$ cat src/rtl/dpsr_pkg.sv
// ============================================================
// shared constants for the pseudo-static dram bus slave
package dpsr_pkg;

  // ============================================================
  // command/address word layout
  localparam int CA_W = 48;
  localparam int CA_RW_BIT = 47;
  localparam int CA_SPACE_BIT = 46;
  localparam int CA_BURST_BIT = 45;
  localparam int CA_COL_W = 3;
  localparam int ROW_W = 29;
  localparam int ROW_REG_SEL_BIT = 8;
  localparam logic [2:0] CA_LAST_EDGE = 3'h5;
  localparam logic [2:0] CA_ROW_EDGE = 3'h3;
  localparam logic BURST_WRAPPED = 1'b0;

  // ============================================================
  // first configuration register fields and reset values
  localparam int CFG_LAT_HI = 7;
  localparam int CFG_LAT_LO = 4;
  localparam int CFG_FIXED_BIT = 3;
  localparam int CFG_HYBRID_BIT = 2;
  localparam int CFG_WLEN_HI = 1;
  localparam int CFG_WLEN_LO = 0;
  localparam logic [15:0] CFG0_RST = 16'h0043;
  localparam logic [15:0] CFG1_RST = 16'h0000;

  // ============================================================
  // wrap group sizing and synchroniser reset image
  localparam int GRP_W = 6;
  localparam logic [6:0] WRAP_MIN_WORDS = 7'h08;
  localparam logic [10:0] SYNC_RST = 11'h200;

  // ============================================================
  // transaction states
  typedef enum logic [2:0] {
    ST_IDLE  = 3'b000,
    ST_CA    = 3'b001,
    ST_LAT   = 3'b010,
    ST_RDATA = 3'b011,
    ST_WDATA = 3'b100,
    ST_REGWR = 3'b101,
    ST_HOLD  = 3'b110
  } dpsr_state_type;

endpackage

$ cat src/rtl/dpsr_buf_if.sv
`timescale 1ns/1ns
// ============================================================
// valid/ready carrier between the slave and its write buffer
interface dpsr_buf_if #(parameter int W = 8);
  logic push_valid;
  logic push_ready;
  logic [W-1:0] push_data;
  logic pop_valid;
  logic pop_ready;
  logic [W-1:0] pop_data;

  modport fill (output push_valid, output push_data, input push_ready);
  modport store (input push_valid, input push_data, output push_ready,
                 output pop_valid, output pop_data, input pop_ready);
  modport drain (input pop_valid, input pop_data, output pop_ready);
endinterface

$ cat src/rtl/dpsr_device.sv
`timescale 1ns/1ns
// Operation
// - command bit 47 one means read, zero means write
// - command bit 46 zero selects array, one selects register space
// - command bit 45 gives burst type
// - array access may start after bits 47..16 arrive
// - third command word picks starting word within the row
// - device drives strobe through all command cycles
// - strobe low means one latency count, high means two
// - read data leaves edge-aligned with strobe toggles after latency
// - wrapped reads wrap within burst length, linear reads run sequentially
// - linear read past last address continues at address zero
// - chip select high ends any transfer, required between transactions
// - clock may stop, held idle while chip select high
// - write byte one on rising edge, byte two on falling edge
// - mask high leaves byte unchanged, mask low stores it
// - strobe released after command cycles, master drives low preamble
// - no extra latency signalled during write data
// - hybrid wrap wraps once then goes linear from next boundary
// - linear write past last address continues at address zero
// - zero-latency writes store whole words, device leaves strobe released
// - register words move high byte first for reads and writes
// - burst bit zero is wrapped, one is linear
// - latency count comes from bits 7..4 of first configuration register
module dpsr_device #(
  parameter int ARRAY_AW = 22,
  parameter logic [15:0] ID0_VALUE = 16'h1234,  // arbitrary value
  parameter logic [15:0] ID1_VALUE = 16'h0005   // arbitrary value
) (
  input wire logic clk,
  input wire logic rst,
  input wire logic link_clock,
  input wire logic cs_n,
  input wire logic [7:0] dq_in,
  output logic [7:0] dq_out,
  output logic dq_oe,
  input wire logic read_write_data_strobe_in,
  output logic read_write_data_strobe_out,
  output logic read_write_data_strobe_oe,
  input wire logic refresh_busy,
  output logic arr_wr_valid,
  input wire logic arr_wr_ready,
  output logic [ARRAY_AW-1:0] arr_wr_addr,
  output logic [15:0] arr_wr_data,
  output logic [1:0] arr_wr_mask,
  output logic arr_rd_req,
  output logic [ARRAY_AW-1:0] arr_rd_addr,
  input wire logic arr_rd_valid,
  input wire logic [15:0] arr_rd_data,
  input wire logic overflow_clear,
  output logic wr_overflow,
  output logic busy,
  output logic [15:0] config_register_first,
  output logic [15:0] config_register_second
);
  localparam int BW = ARRAY_AW + 18;

  // ============================================================
  // pin synchronisers and link clock edge detection
  logic [10:0] sync1_r;
  logic [10:0] sync2_r;
  logic lclk_prev_r;
  logic lclk_s;
  logic selected;
  logic read_write_data_strobe_s;
  logic [7:0] dq_s;
  logic rise;
  logic fall;
  logic edge_seen;

  // two flops on every pin before any logic looks at it
  always_ff @(posedge clk) begin
    if (rst) begin
      sync1_r <= dpsr_pkg::SYNC_RST;
      sync2_r <= dpsr_pkg::SYNC_RST;
    end else begin
      sync1_r <= {link_clock, cs_n, read_write_data_strobe_in, dq_in};
      sync2_r <= sync1_r;
    end
  end

  // previous link clock level
  always_ff @(posedge clk) begin
    if (rst) begin
      lclk_prev_r <= 1'b0;
    end else begin
      lclk_prev_r <= lclk_s;
    end
  end

  // edges count only while selected, so a clock running while deselected is harmless
  assign lclk_s = sync2_r[10];
  assign selected = ~sync2_r[9];
  assign read_write_data_strobe_s = sync2_r[8];
  assign dq_s = sync2_r[7:0];
  assign rise = selected & lclk_s & ~lclk_prev_r;
  assign fall = selected & ~lclk_s & lclk_prev_r;
  assign edge_seen = rise | fall;

  // ============================================================
  // transaction state and command capture
  dpsr_pkg::dpsr_state_type state_r;
  logic [2:0] edge_cnt_r;
  logic [39:0] ca_r;
  logic [31:0] row_r;
  logic [47:0] ca_full;
  logic ca_done;
  logic is_read_r;
  logic is_reg_r;
  logic linear_r;
  logic hybrid_r;
  logic lat_double_r;
  logic [4:0] lat_cnt_r;
  logic [4:0] lat_total;
  logic [3:0] lat_one;
  logic [1:0] reg_sel_r;
  logic [31:0] addr_full;
  logic [15:0] cfg0_r;
  logic [15:0] cfg1_r;
  logic [15:0] reg_word;

  assign ca_full = {ca_r, dq_s};
  assign ca_done = (state_r == dpsr_pkg::ST_CA) && edge_seen && (edge_cnt_r == dpsr_pkg::CA_LAST_EDGE);
  // row from the first two words, column from the third
  assign addr_full = {row_r[dpsr_pkg::ROW_W-1:0], ca_full[dpsr_pkg::CA_COL_W-1:0]};

  // latency from the configured count, doubled when strobe was high
  assign lat_one = (cfg0_r[dpsr_pkg::CFG_LAT_HI:dpsr_pkg::CFG_LAT_LO] == 4'h0) ? 4'h1 :
                   cfg0_r[dpsr_pkg::CFG_LAT_HI:dpsr_pkg::CFG_LAT_LO];
  assign lat_total = lat_double_r ? {lat_one, 1'b0} : {1'b0, lat_one};

  // register mux: id0, id1, cfg0, cfg1
  always_comb begin
    unique case ({row_r[dpsr_pkg::ROW_REG_SEL_BIT], ca_full[0]})
      2'b00: reg_word = ID0_VALUE;
      2'b01: reg_word = ID1_VALUE;
      2'b10: reg_word = cfg0_r;
      2'b11: reg_word = cfg1_r;
    endcase
  end

  // transaction sequencing
  always_ff @(posedge clk) begin
    if (rst) begin
      state_r <= dpsr_pkg::ST_IDLE;
    end else if (!selected) begin
      state_r <= dpsr_pkg::ST_IDLE;
    end else begin
      unique case (state_r)
        dpsr_pkg::ST_IDLE: state_r <= dpsr_pkg::ST_CA;
        dpsr_pkg::ST_CA: begin
          if (ca_done) begin
            // register writes carry no latency
            state_r <= (!ca_full[dpsr_pkg::CA_RW_BIT] && ca_full[dpsr_pkg::CA_SPACE_BIT]) ?
                       dpsr_pkg::ST_REGWR : dpsr_pkg::ST_LAT;
          end
        end
        dpsr_pkg::ST_LAT: begin
          if (fall && (lat_cnt_r + 5'h01 == lat_total)) begin
            state_r <= is_read_r ? dpsr_pkg::ST_RDATA : dpsr_pkg::ST_WDATA;
          end
        end
        dpsr_pkg::ST_REGWR: begin
          if (fall) begin
            state_r <= dpsr_pkg::ST_HOLD;
          end
        end
        dpsr_pkg::ST_RDATA, dpsr_pkg::ST_WDATA, dpsr_pkg::ST_HOLD: state_r <= state_r;
        default: state_r <= dpsr_pkg::ST_IDLE;
      endcase
    end
  end

  // command shift, edge and latency counters
  always_ff @(posedge clk) begin
    if (rst) begin
      edge_cnt_r <= 3'h0;
      ca_r <= '0;
      row_r <= '0;
      lat_cnt_r <= 5'h00;
    end else begin
      if (state_r != dpsr_pkg::ST_CA) begin
        edge_cnt_r <= 3'h0;
      end else if (edge_seen) begin
        edge_cnt_r <= edge_cnt_r + 3'h1;
        ca_r <= {ca_r[31:0], dq_s};
        if (edge_cnt_r == dpsr_pkg::CA_ROW_EDGE) begin
          row_r <= {ca_r[23:0], dq_s};  // row usable before the third word
        end
      end
      if (state_r != dpsr_pkg::ST_LAT) begin
        lat_cnt_r <= 5'h00;
      end else if (fall) begin
        lat_cnt_r <= lat_cnt_r + 5'h01;
      end
    end
  end

  // transaction attributes
  always_ff @(posedge clk) begin
    if (rst) begin
      is_read_r <= 1'b0;
      is_reg_r <= 1'b0;
      hybrid_r <= 1'b0;
      lat_double_r <= 1'b0;
      reg_sel_r <= 2'b00;
    end else if (state_r == dpsr_pkg::ST_IDLE) begin
      lat_double_r <= refresh_busy | cfg0_r[dpsr_pkg::CFG_FIXED_BIT];
    end else if (ca_done) begin
      is_read_r <= ca_full[dpsr_pkg::CA_RW_BIT];
      is_reg_r <= ca_full[dpsr_pkg::CA_SPACE_BIT];
      hybrid_r <= cfg0_r[dpsr_pkg::CFG_HYBRID_BIT];
      reg_sel_r <= {row_r[dpsr_pkg::ROW_REG_SEL_BIT], ca_full[0]};
    end
  end

  // ============================================================
  // burst address generation
  logic [ARRAY_AW-1:0] addr_r;
  logic [ARRAY_AW-1:0] addr_inc;
  logic [ARRAY_AW-1:0] addr_nxt;
  logic [ARRAY_AW-1:0] addr_grp_end;
  logic [dpsr_pkg::GRP_W-1:0] grp_mask;
  logic [dpsr_pkg::GRP_W-1:0] grp_cnt_r;
  logic word_done;

  assign grp_mask = dpsr_pkg::GRP_W'((dpsr_pkg::WRAP_MIN_WORDS <<
                    cfg0_r[dpsr_pkg::CFG_WLEN_HI:dpsr_pkg::CFG_WLEN_LO]) - 7'h01);
  assign addr_inc = addr_r + ARRAY_AW'(1);  // wraps to zero past the top
  assign addr_grp_end = {addr_r[ARRAY_AW-1:dpsr_pkg::GRP_W], addr_r[dpsr_pkg::GRP_W-1:0] | grp_mask};
  assign word_done = fall && (state_r == dpsr_pkg::ST_RDATA || state_r == dpsr_pkg::ST_WDATA);

  // next word address for the current burst type
  always_comb begin
    if (linear_r) begin
      addr_nxt = addr_inc;
    end else if (hybrid_r && grp_cnt_r == grp_mask) begin
      addr_nxt = addr_grp_end + ARRAY_AW'(1);  // leave group at its next boundary
    end else begin
      addr_nxt = {addr_r[ARRAY_AW-1:dpsr_pkg::GRP_W],
                  (addr_r[dpsr_pkg::GRP_W-1:0] & ~grp_mask) | (addr_inc[dpsr_pkg::GRP_W-1:0] & grp_mask)};
    end
  end

  // address, wrap progress and burst type, one owner for the hybrid switch
  always_ff @(posedge clk) begin
    if (rst) begin
      addr_r <= '0;
      grp_cnt_r <= '0;
      linear_r <= 1'b0;
    end else if (ca_done) begin
      addr_r <= addr_full[ARRAY_AW-1:0];
      linear_r <= ca_full[dpsr_pkg::CA_BURST_BIT] != dpsr_pkg::BURST_WRAPPED;
      grp_cnt_r <= '0;
    end else if (word_done) begin
      addr_r <= addr_nxt;
      grp_cnt_r <= grp_cnt_r + dpsr_pkg::GRP_W'(1);
      if (hybrid_r && grp_cnt_r == grp_mask) begin
        linear_r <= 1'b1;
      end
    end
  end

  // ============================================================
  // read word fetch
  logic arr_rd_req_r;
  logic [ARRAY_AW-1:0] arr_rd_addr_r;
  logic [15:0] rd_word_r;

  // array request at decode and after each word, register words from the mux
  always_ff @(posedge clk) begin
    if (rst) begin
      arr_rd_req_r <= 1'b0;
      arr_rd_addr_r <= '0;
      rd_word_r <= 16'h0000;
    end else begin
      arr_rd_req_r <= 1'b0;
      if (ca_done && ca_full[dpsr_pkg::CA_RW_BIT] && !ca_full[dpsr_pkg::CA_SPACE_BIT]) begin
        arr_rd_req_r <= 1'b1;
        arr_rd_addr_r <= addr_full[ARRAY_AW-1:0];
      end else if (word_done && is_read_r && !is_reg_r) begin
        arr_rd_req_r <= 1'b1;
        arr_rd_addr_r <= addr_nxt;
      end
      if (ca_done && ca_full[dpsr_pkg::CA_SPACE_BIT]) begin
        rd_word_r <= reg_word;
      end else if (arr_rd_valid) begin
        rd_word_r <= arr_rd_data;
      end
    end
  end

  // ============================================================
  // pin drivers
  logic [7:0] dq_out_r;
  logic dq_oe_r;
  logic read_write_data_strobe_out_r;
  logic read_write_data_strobe_oe_r;

  // strobe and data drive per phase
  always_ff @(posedge clk) begin
    if (rst || !selected) begin
      dq_out_r <= 8'h00;
      dq_oe_r <= 1'b0;
      read_write_data_strobe_out_r <= 1'b0;
      read_write_data_strobe_oe_r <= 1'b0;
    end else if (state_r == dpsr_pkg::ST_IDLE) begin
      read_write_data_strobe_out_r <= refresh_busy | cfg0_r[dpsr_pkg::CFG_FIXED_BIT];
      read_write_data_strobe_oe_r <= 1'b1;
    end else if (ca_done) begin
      read_write_data_strobe_out_r <= 1'b0;
      read_write_data_strobe_oe_r <= ca_full[dpsr_pkg::CA_RW_BIT];  // release for writes
    end else if (state_r == dpsr_pkg::ST_RDATA && rise) begin
      dq_out_r <= rd_word_r[15:8];  // high byte first
      dq_oe_r <= 1'b1;
      read_write_data_strobe_out_r <= 1'b1;
    end else if (state_r == dpsr_pkg::ST_RDATA && fall) begin
      dq_out_r <= rd_word_r[7:0];
      read_write_data_strobe_out_r <= 1'b0;
    end
  end

  assign dq_out = dq_out_r;
  assign dq_oe = dq_oe_r;
  assign read_write_data_strobe_out = read_write_data_strobe_out_r;
  assign read_write_data_strobe_oe = read_write_data_strobe_oe_r;

  // ============================================================
  // write capture, register writes and buffer push
  logic [7:0] byte_a_r;
  logic mask_a_r;
  logic push_r;
  logic [BW-1:0] push_data_r;
  logic ovf_r;
  logic busy_r;

  dpsr_buf_if #(.W(BW)) wbuf ();

  dpsr_buf #(.W(BW)) u_wbuf (
    .clk(clk),
    .rst(rst),
    .port(wbuf.store)
  );

  // first byte on rising, word completes on falling
  always_ff @(posedge clk) begin
    if (rst) begin
      byte_a_r <= 8'h00;
      mask_a_r <= 1'b0;
      push_r <= 1'b0;
      push_data_r <= '0;
    end else begin
      push_r <= 1'b0;
      if (rise && (state_r == dpsr_pkg::ST_WDATA || state_r == dpsr_pkg::ST_REGWR)) begin
        byte_a_r <= dq_s;
        mask_a_r <= read_write_data_strobe_s;
      end
      if (fall && state_r == dpsr_pkg::ST_WDATA) begin
        push_r <= 1'b1;
        push_data_r <= {addr_r, byte_a_r, dq_s, mask_a_r, read_write_data_strobe_s};  // mask high keeps array byte
      end
    end
  end

  // configuration registers, whole word, high byte first
  always_ff @(posedge clk) begin
    if (rst) begin
      cfg0_r <= dpsr_pkg::CFG0_RST;
      cfg1_r <= dpsr_pkg::CFG1_RST;
    end else if (fall && state_r == dpsr_pkg::ST_REGWR && reg_sel_r[1]) begin
      if (reg_sel_r[0]) begin
        cfg1_r <= {byte_a_r, dq_s};
      end else begin
        cfg0_r <= {byte_a_r, dq_s};
      end
    end
  end

  // sticky overflow when a word meets a full buffer; set beats clear
  always_ff @(posedge clk) begin
    if (rst) begin
      ovf_r <= 1'b0;
      busy_r <= 1'b0;
    end else begin
      ovf_r <= (push_r & ~wbuf.push_ready) | (ovf_r & ~overflow_clear);
      busy_r <= state_r != dpsr_pkg::ST_IDLE;
    end
  end

  assign wbuf.push_valid = push_r;
  assign wbuf.push_data = push_data_r;
  assign wbuf.pop_ready = arr_wr_ready;
  assign arr_wr_valid = wbuf.pop_valid;
  assign arr_wr_addr = wbuf.pop_data[BW-1:18];
  assign arr_wr_data = wbuf.pop_data[17:2];
  assign arr_wr_mask = wbuf.pop_data[1:0];
  assign arr_rd_req = arr_rd_req_r;
  assign arr_rd_addr = arr_rd_addr_r;
  assign wr_overflow = ovf_r;
  assign busy = busy_r;
  assign config_register_first = cfg0_r;
  assign config_register_second = cfg1_r;
endmodule // dpsr_device

$ cat src/rtl/dpsr_buf.sv
`timescale 1ns/1ns
// ============================================================
// two-entry buffer, head always in the first slot
module dpsr_buf #(
  parameter int W = 8
) (
  input wire logic clk,
  input wire logic rst,
  dpsr_buf_if.store port
);
  logic [W-1:0] head_r;
  logic [W-1:0] tail_r;
  logic head_v_r;
  logic tail_v_r;
  logic push;
  logic pop;

  // handshake terms
  assign push = port.push_valid & ~tail_v_r;
  assign pop = head_v_r & port.pop_ready;
  assign port.push_ready = ~tail_v_r;  // full when both slots hold a word
  assign port.pop_valid = head_v_r;
  assign port.pop_data = head_r;

  // slot movement
  always_ff @(posedge clk) begin
    if (rst) begin
      head_r <= '0;
      tail_r <= '0;
      head_v_r <= 1'b0;
      tail_v_r <= 1'b0;
    end else if (pop) begin
      if (tail_v_r) begin
        head_r <= tail_r;  // push impossible while tail is full
        tail_v_r <= 1'b0;
      end else if (push) begin
        head_r <= port.push_data;
      end else begin
        head_v_r <= 1'b0;
      end
    end else if (push) begin
      if (!head_v_r) begin
        head_r <= port.push_data;
        head_v_r <= 1'b1;
      end else begin
        tail_r <= port.push_data;
        tail_v_r <= 1'b1;
      end
    end
  end
endmodule // dpsr_buf

$ cat config.mk
export PLATFORM = sky130hd
export DESIGN_NAME = dpsr_device
export DESIGN_NICKNAME = d
export VERILOG_FILES = /design/src/rtl/dpsr_pkg.sv /design/src/rtl/dpsr_buf_if.sv /design/src/rtl/dpsr_device.sv /design/src/rtl/dpsr_buf.sv
export SDC_FILE = /design/constraint.sdc
export NUM_CORES = 1
export LEC_CHECK = 0
export ABC_CLOCK_PERIOD_IN_PS = 2700
export BUFFER_PORTS_ARGS = -buffer_cell sky130_fd_sc_hd__clkbuf_2
export CAP_MARGIN = 25
export CORE_ASPECT_RATIO = 0.9
export CORE_MARGIN = 2
export CORE_UTILIZATION = 61
export CTS_BUF_LIST = sky130_fd_sc_hd__clkbuf_8
export DETAILED_ROUTE_END_ITERATION = 8
export PLACE_DENSITY = 0.83
export SYNTH_ARGS = -nofsm -noshare
export SYNTH_HDL_FRONTEND = slang
export SYNTH_SLANG_ARGS = --single-unit
$ cat constraint.sdc
create_clock -name clk -period 2.7 [get_ports clk]
set_input_delay 0.54 -clock clk [delete_from_list [all_inputs] [get_ports clk]]
set_output_delay 0.54 -clock clk [all_outputs]
set_load 0.01 [all_outputs]
# Word-level counts from Yosys, hierarchy flattened

Cells that the tools add are included.

Flip-flop bits (word level): 344
Output and inout port bits: 109
Logic and storage cells: 185

Add/sub/neg operators: 6
Equal/unequal tests: 21
Shift-type cells: 1
Mux-type cells: 40
Bitwise logic cells: 27
Reduce and logical (&&, ||, !) cells: 55

Operators by type and width:

| cell                                                | number |
|---|---|
| two-way mux 40 bit                                  | 5 |
| two-way mux 22 bit                                  | 6 |
| case mux 16 bit (4 select lines)                    | 1 |
| adder 22 x 1 -> 22 bit, second input constant       | 2 |
| two-way mux 16 bit                                  | 2 |
| AND reduction 3 bit                                 | 6 |
| logical AND 1 bit                                   | 17 |
| two-way mux 1 bit                                   | 16 |
| two-way mux 8 bit                                   | 2 |
| nonzero test 2 bit                                  | 8 |
| two-way mux 3 bit                                   | 5 |
| case mux 3 bit (5 select lines)                     | 1 |
| AND 6 bit                                           | 2 |
| equality test 3 bit, second input constant          | 4 |
| inequality test 2 bit, second input constant        | 6 |
| OR 6 bit                                            | 2 |
| AND reduction 2 bit                                 | 6 |
| NOT 1 bit                                           | 11 |
| OR reduction 2 bit                                  | 5 |
| equality test 3 x 2 -> 1 bit, second input constant | 3 |
| AND 1 bit                                           | 8 |
| adder 6 x 1 -> 6 bit, second input constant         | 1 |
| equality test 6 bit                                 | 1 |
| NOT 6 bit                                           | 1 |
| 22 further kinds                                    | 29 |

# Depth between registers and ports, before layout

Depth in word-level cells: 9
Depth in mapped cells: 9
Gate-level depth less buffers: 8

# Modules after synthesis

A second synthesis with hierarchy kept.

Cell total of the unflattened synthesis: 1635
Area, all modules: 14073.5 µm²

By module, submodules not included:

| module      | instances | cells each | area each (µm²) |
|---|---|---|---|
| dpsr_device | 1         | 1267       | 10831.6 |
| dpsr_buf    | 1         | 368        | 3241.9 |

# Least setup slack after synthesis

OpenSTA, ideal clock, no wires.

Path type: register to register
From: register lat_cnt_r[0]
To: register state_r[1]
Arrival time: 2.098 ns
Data required time: 2.580 ns
Slack: 0.483 ns
Cell stages (with the launch flop): 9
Path buffers: 1
Period minus slack after synthesis: 2.217 ns
Path through: dfxtp_1 > ha_1 > and3_1 > clkbuf_1 > xnor2_1 > o221ai_1 > a2111oi_0 > nor2_1 > o31a_1

Word-level cells in the longest chain between the ends: 5

RTL lines:

| element                         | RTL line           | text |
|---|---|---|
| start, declared                 | dpsr_device.sv:113 | `logic [4:0] lat_cnt_r;` |
| start signal, assigned          | dpsr_device.sv:194 | `lat_cnt_r <= lat_cnt_r + 5'h01;` |
| adder 5 x 1 -> 5 bit            | dpsr_device.sv:159 | `if (fall && (lat_cnt_r + 5'h01 == lat_total)) begin` |
| equality test 5 bit             | dpsr_device.sv:159 |  |
| logical AND 1 bit               | dpsr_device.sv:159 |  |
| inequality test 2 bit (no line) | n/a                |  |
| AND reduction 4 bit (no line)   | n/a                |  |
| end signal, assigned            | dpsr_device.sv:160 | `state_r <= is_read_r ? dpsr_pkg::ST_RDATA : dpsr_pkg::ST_WDATA;` |
| end signal, assigned            | dpsr_device.sv:165 | `state_r <= dpsr_pkg::ST_HOLD;` |
| end signal, assigned            | dpsr_device.sv:168 | `dpsr_pkg::ST_RDATA, dpsr_pkg::ST_WDATA, dpsr_pkg::ST_HOLD: state_r <= state_r;` |
| end, declared                   | dpsr_device.sv:102 | `dpsr_pkg::dpsr_state_type state_r;` |

Every way passes these cells.
A chain may end at the register's enable or synchronous reset.

# Final worst setup path

From: register state_r[1]
To: register arr_rd_addr_r[10], in the netlist arr_rd_addr[10]

Word-level cells in the longest chain between the ends: 6

RTL lines:

| element                                                         | RTL line                               | text |
|---|---|---|
| start signal, assigned                                          | dpsr_device.sv:145                     | `state_r <= dpsr_pkg::ST_IDLE;` |
| start signal, assigned                                          | dpsr_device.sv:147                     | `state_r <= dpsr_pkg::ST_IDLE;` |
| start signal, assigned                                          | dpsr_device.sv:150                     | `dpsr_pkg::ST_IDLE: state_r <= dpsr_pkg::ST_CA;` |
| equality test 3 x 1 -> 1 bit (tied with other cells)            | dpsr_device.sv:123                     | `assign ca_done = (state_r == dpsr_pkg::ST_CA) && edge_seen && (edge_cnt_r == dpsr_pkg::CA_LAST_EDGE);` |
| logical AND 1 bit / logical OR 1 bit (equally long branches)    | dpsr_device.sv:123, dpsr_device.sv:231 |  |
| logical AND 1 bit (on tied branches)                            | dpsr_device.sv:123, dpsr_device.sv:231 |  |
| logical AND 1 bit (on tied branches) (2 in series)              | dpsr_device.sv:278, dpsr_device.sv:281 |  |
| two-way mux 22 bit / nonzero test 2 bit (equally long branches) | n/a                                    |  |
| end signal, assigned                                            | dpsr_device.sv:280                     | `arr_rd_addr_r <= addr_full[ARRAY_AW-1:0];` |
| end signal, assigned                                            | dpsr_device.sv:283                     | `arr_rd_addr_r <= addr_nxt;` |
| end, declared                                                   | dpsr_device.sv:267                     | `logic [ARRAY_AW-1:0] arr_rd_addr_r;` |

Several ways; a longest one is shown, not always the timed one.

==> results by group <==
Outcome
  – Outcome: finished, final reports clean

Yosys
  – EDFF count, synth: 0
  – Sequential-to-total area share from yosys stat: a little under half
  – Top_reg_cell synth: dfxtp_1
  – FF+latch count, synth: roughly 330
  – Asr flop ratio synth: 0%
  – Mapped Avg Cell Area: 8.51 µm²
  – Mapped cell area: about 0.014 mm²
  – Syn nets: around 1700
  – Post-Syn Instances: roughly 1600
  – Synth cell types: 71
  – Synth warn: 0

Clock network
  – Clk Latency, worst-skew pair: ~580 ps
  – CTS tree: built
  – Clock root cell: clkbuf_8
  – H-tree depth: 2
  – CTS resizes: 0
  – CTS buffer count: 50
  – Clk slew on worst S/H paths: 60 ps
  – Clock Tree Buf Depth: 3
  – Clock sink count: 327
  – CTS Hold Bufs: 0
  – Setup bufs post-CTS: 0

Timing
  – Slew headroom: between 40% and 50%
  – Post-Route Skew: around 15 ps
  – Fmax: just under 400 MHz
  – Setup ws final: roughly 130 ps
  – Final period util: a little over nine tenths
  – Slew Viols, Final: 0
  – Final setup TNS: 0 ps
  – RSZ-0062 raised after global routing: false
  – Final min period: around 2600 ps
  – Hold Fails Final Rpt: 0
  – Worst slew pin tran: just under 800 ps
  – Setup violators final: 0

Hold path
  – HP Class: in2reg
  – Hold depth: 2
  – Hold Path End: sync1_r[9]
  – Hold path start: cs_n

Final layout
  – Share of cells above drive strength 1: 17.2%
  – Area Overhead vs Synth: 13.9%
  – Number of diodes: 0
  – Nets: between 1500 and 2000

Detailed routing
  – Wirelength per Cell: 17.7 µm
  – Post-route ant nets: 0
  – Via count: 12300
  – DR vias/cell: a little under 6
  – # DRC: 0
  – Total wire length: 36300 µm
  – 1st-iter DRT viols: about 1100
  – Router iterations before antenna repair: 5

Power
  – Power Density: 581 mW/mm²
  – VDD IR max: just over 0.0003 V
  – Power, Total: a little over 9000 µW
  – Leak pwr: between 0.006 and 0.007 µW

Global route
  – Vias in the first global route: about 11000
  – Gr usage total: 29.5%
  – First-pass GRT wire length: between 50000 and 60000 µm
  – GR Overflow Total: 0
  – Initial antenna violation count: 1
  – Largest net degree at the start of global routing: between 80 and 90

Run
  – Max_cap viols: 0

Critical path
  – FF-to-FF Start: state_r[1]
  – Worst-path cell chain: or3b_2 -> a2111oi_4 -> nand2_1 -> buf_4 -> o32ai_1 -> a31o_1
  – Crit end category: flop
  – Crit path max-delay cell type: a2111oi_4
  – Reg2Reg Setup Slack: 130 ps
  – CP arrival: 3090 ps
  – Crit path launch type: flop
  – Required time worst endpoint: roughly 3200 ps
  – Crit path kind: reg2reg
  – CP max stage delay: 570 ps
  – Critical Path Fanout Max: 11
  – Worst R2R End: arr_rd_addr[10]
  – Cells on worst reg2reg path: 6

Floorplanning
  – Total die area: around 0.024 mm²
  – Core box area: ~0.022 mm²
  – Cell row count: 52
  – Die X-Extent: between 150 and 200 µm
  – Chip height: between 100 and 150 µm
  – Initial Util: approximately three fifths
  – I/O Pins: between 100 and 150

Placement
  – Placer Congestion: around 0.9
  – Pre-CTS setup slack: 185 ps
  – I/O Buffers: 141
  – Dpl hpwl: ~24000 µm
-- how the worst max path moves through the flow --
| stage | slack, ps | depth (start not counted) | start | endpoint |
|---|---|---|---|---|
| finish | 130 | 6 | state_r[1] | arr_rd_addr[10] |
| global route | 40 | 5 | state_r[1] | arr_rd_addr[20] |
| CTS | 150 | 5 | state_r[2] | arr_rd_addr[16] |
| detailed placement | 180 | 5 | state_r[1] | arr_rd_addr[18] |
| global placement | 260 | 7 | state_r[1] | arr_rd_addr[15] |
| floorplan | 480 | 8 | lat_cnt_r[0] | state_r[1] |
-- power breakdown --
| group | total [µW] | internal (µW) | switching, µW |
|---|---|---|---|
| Sequential | 4890 | 4860 | 34.7 |
| Clock | 4070 | 2180 | 1880 |
| Combinational | 207 | 70.9 | 136 |
| Total | 9170 | 7110 | 2050 |
-- synth_stat cells (7+ instances only) --
master	n	share of area (%)
inv_1	19	0.52
or2_2	11	0.50
ha_1	7	0.63
clkbuf_1	114	3.1
nand2b_1	7	0.32
xnor2_1	17	1.1
nand4_1	8	0.36
nor2b_1	27	1.2
or3_1	18	0.81
nor3_1	22	0.80
a21oi_1	185	6.7
o211ai_1	16	0.87
nand2_1	301	8.2
buf_2	16	0.58
dfxtp_1	327	47
a22oi_1	38	2.1
o22ai_1	9	0.41
o21ai_0	18	0.65
mux2_2	13	1.1
a31oi_1	8	0.36
o221ai_1	8	0.51
a211oi_1	71	3.9
mux2i_1	97	7.0
nor2_1	119	3.2
nand3_1	46	1.7
and3_1	12	0.54
-- cells by family after synthesis --
group	after synthesis	synth area share [%]
and+or+nand+nor	600	19.4
muxes	110	8.07
DFF	327	47.3
buffers and inverters	158	4.57
adders and majority gates	7	0.633
xor gates and xnor gates	23	1.46
AOI/OAI and AO/OA	401	18.6
-- critical path, delay by kind of cell (launching register included) --
family          cells  cell delay [ps]
simple gates        2              920
compound gates      3              940
buf+inv             1              260
flops               1              400
-- layout by cell type, fill, tap and decap left out, types with 4 or more instances in the layout --
cell type	Yosys	final
nand3_1	46	45
xnor2_1	17	17
ha_1	7	7
o221ai_1	8	8
a31oi_1	8	8
o2111ai_1	4	4
nor3_1	22	20
o22ai_1	9	9
o32ai_1	4	4
nor2_1	119	117
clkbuf_2	1	140
nand4_1	8	8
mux2_2	13	13
and2_1	6	6
or4_1	6	6
o211ai_1	16	16
a22oi_1	38	38
clkbuf_8	0	63
or3_1	18	18
a311oi_1	6	6
nand2_1	301	301
or2_2	11	11
buf_4	3	47
clkinv_2	0	5
nor2b_1	27	27
and3_1	12	12
xor2_1	6	6
nand2b_1	7	7
o21ai_1	4	4
inv_1	19	31
a211oi_1	71	71
a21oi_1	185	185
dfxtp_1	327	327
mux2i_1	97	97
o21ai_0	18	18
-- final cells by class --
cell class | count | area (µm²)
sequential | 327 | 6550
inverter | 19 | 71.3
clock buffer | 63 | 867
timing repair buffer | 190 | 1110
multi-input combinational | 1141 | 6690
tap | 297 | 372
fill | 1764 | 6610
clock inverter | 20 | 118
-- registers in the layout, indices dropped and copies added, names as in the netlist, 16 cells and up --
register and cells:
addr_r 22, config_register_first 16, u_wbuf.port.pop_data 40, ca_r 23, u_wbuf.tail_r 40, config_register_second 16, rd_word_r 16, row_r 19
push_data_r 40, arr_rd_addr 22
-- layer usage --
metal | GRT usage, % | up-vias | part of all wire [%]
met5 | 0 | - | 0
met3 | 4.57 | 76 | 7.1
met2 | 48.4 | 486 | 47
li1 | - | 5915 | -
met4 | 9.60 | 0 | 2.5
met1 | 40.0 | 5774 | 44
-- per-stage QoR --
stage	hold slack, ps	util, %	instance area (µm²)	cells
floorplan	389	-	13800	1626
detailed placement	408	66.1	14800	1974
CTS	126	70.5	15800	2057
finish	152	70.5	15800	2057
global placement	414	66.1	14800	1974
global route	145	70.5	15800	2057
Power figures use the tool's default switching activity.
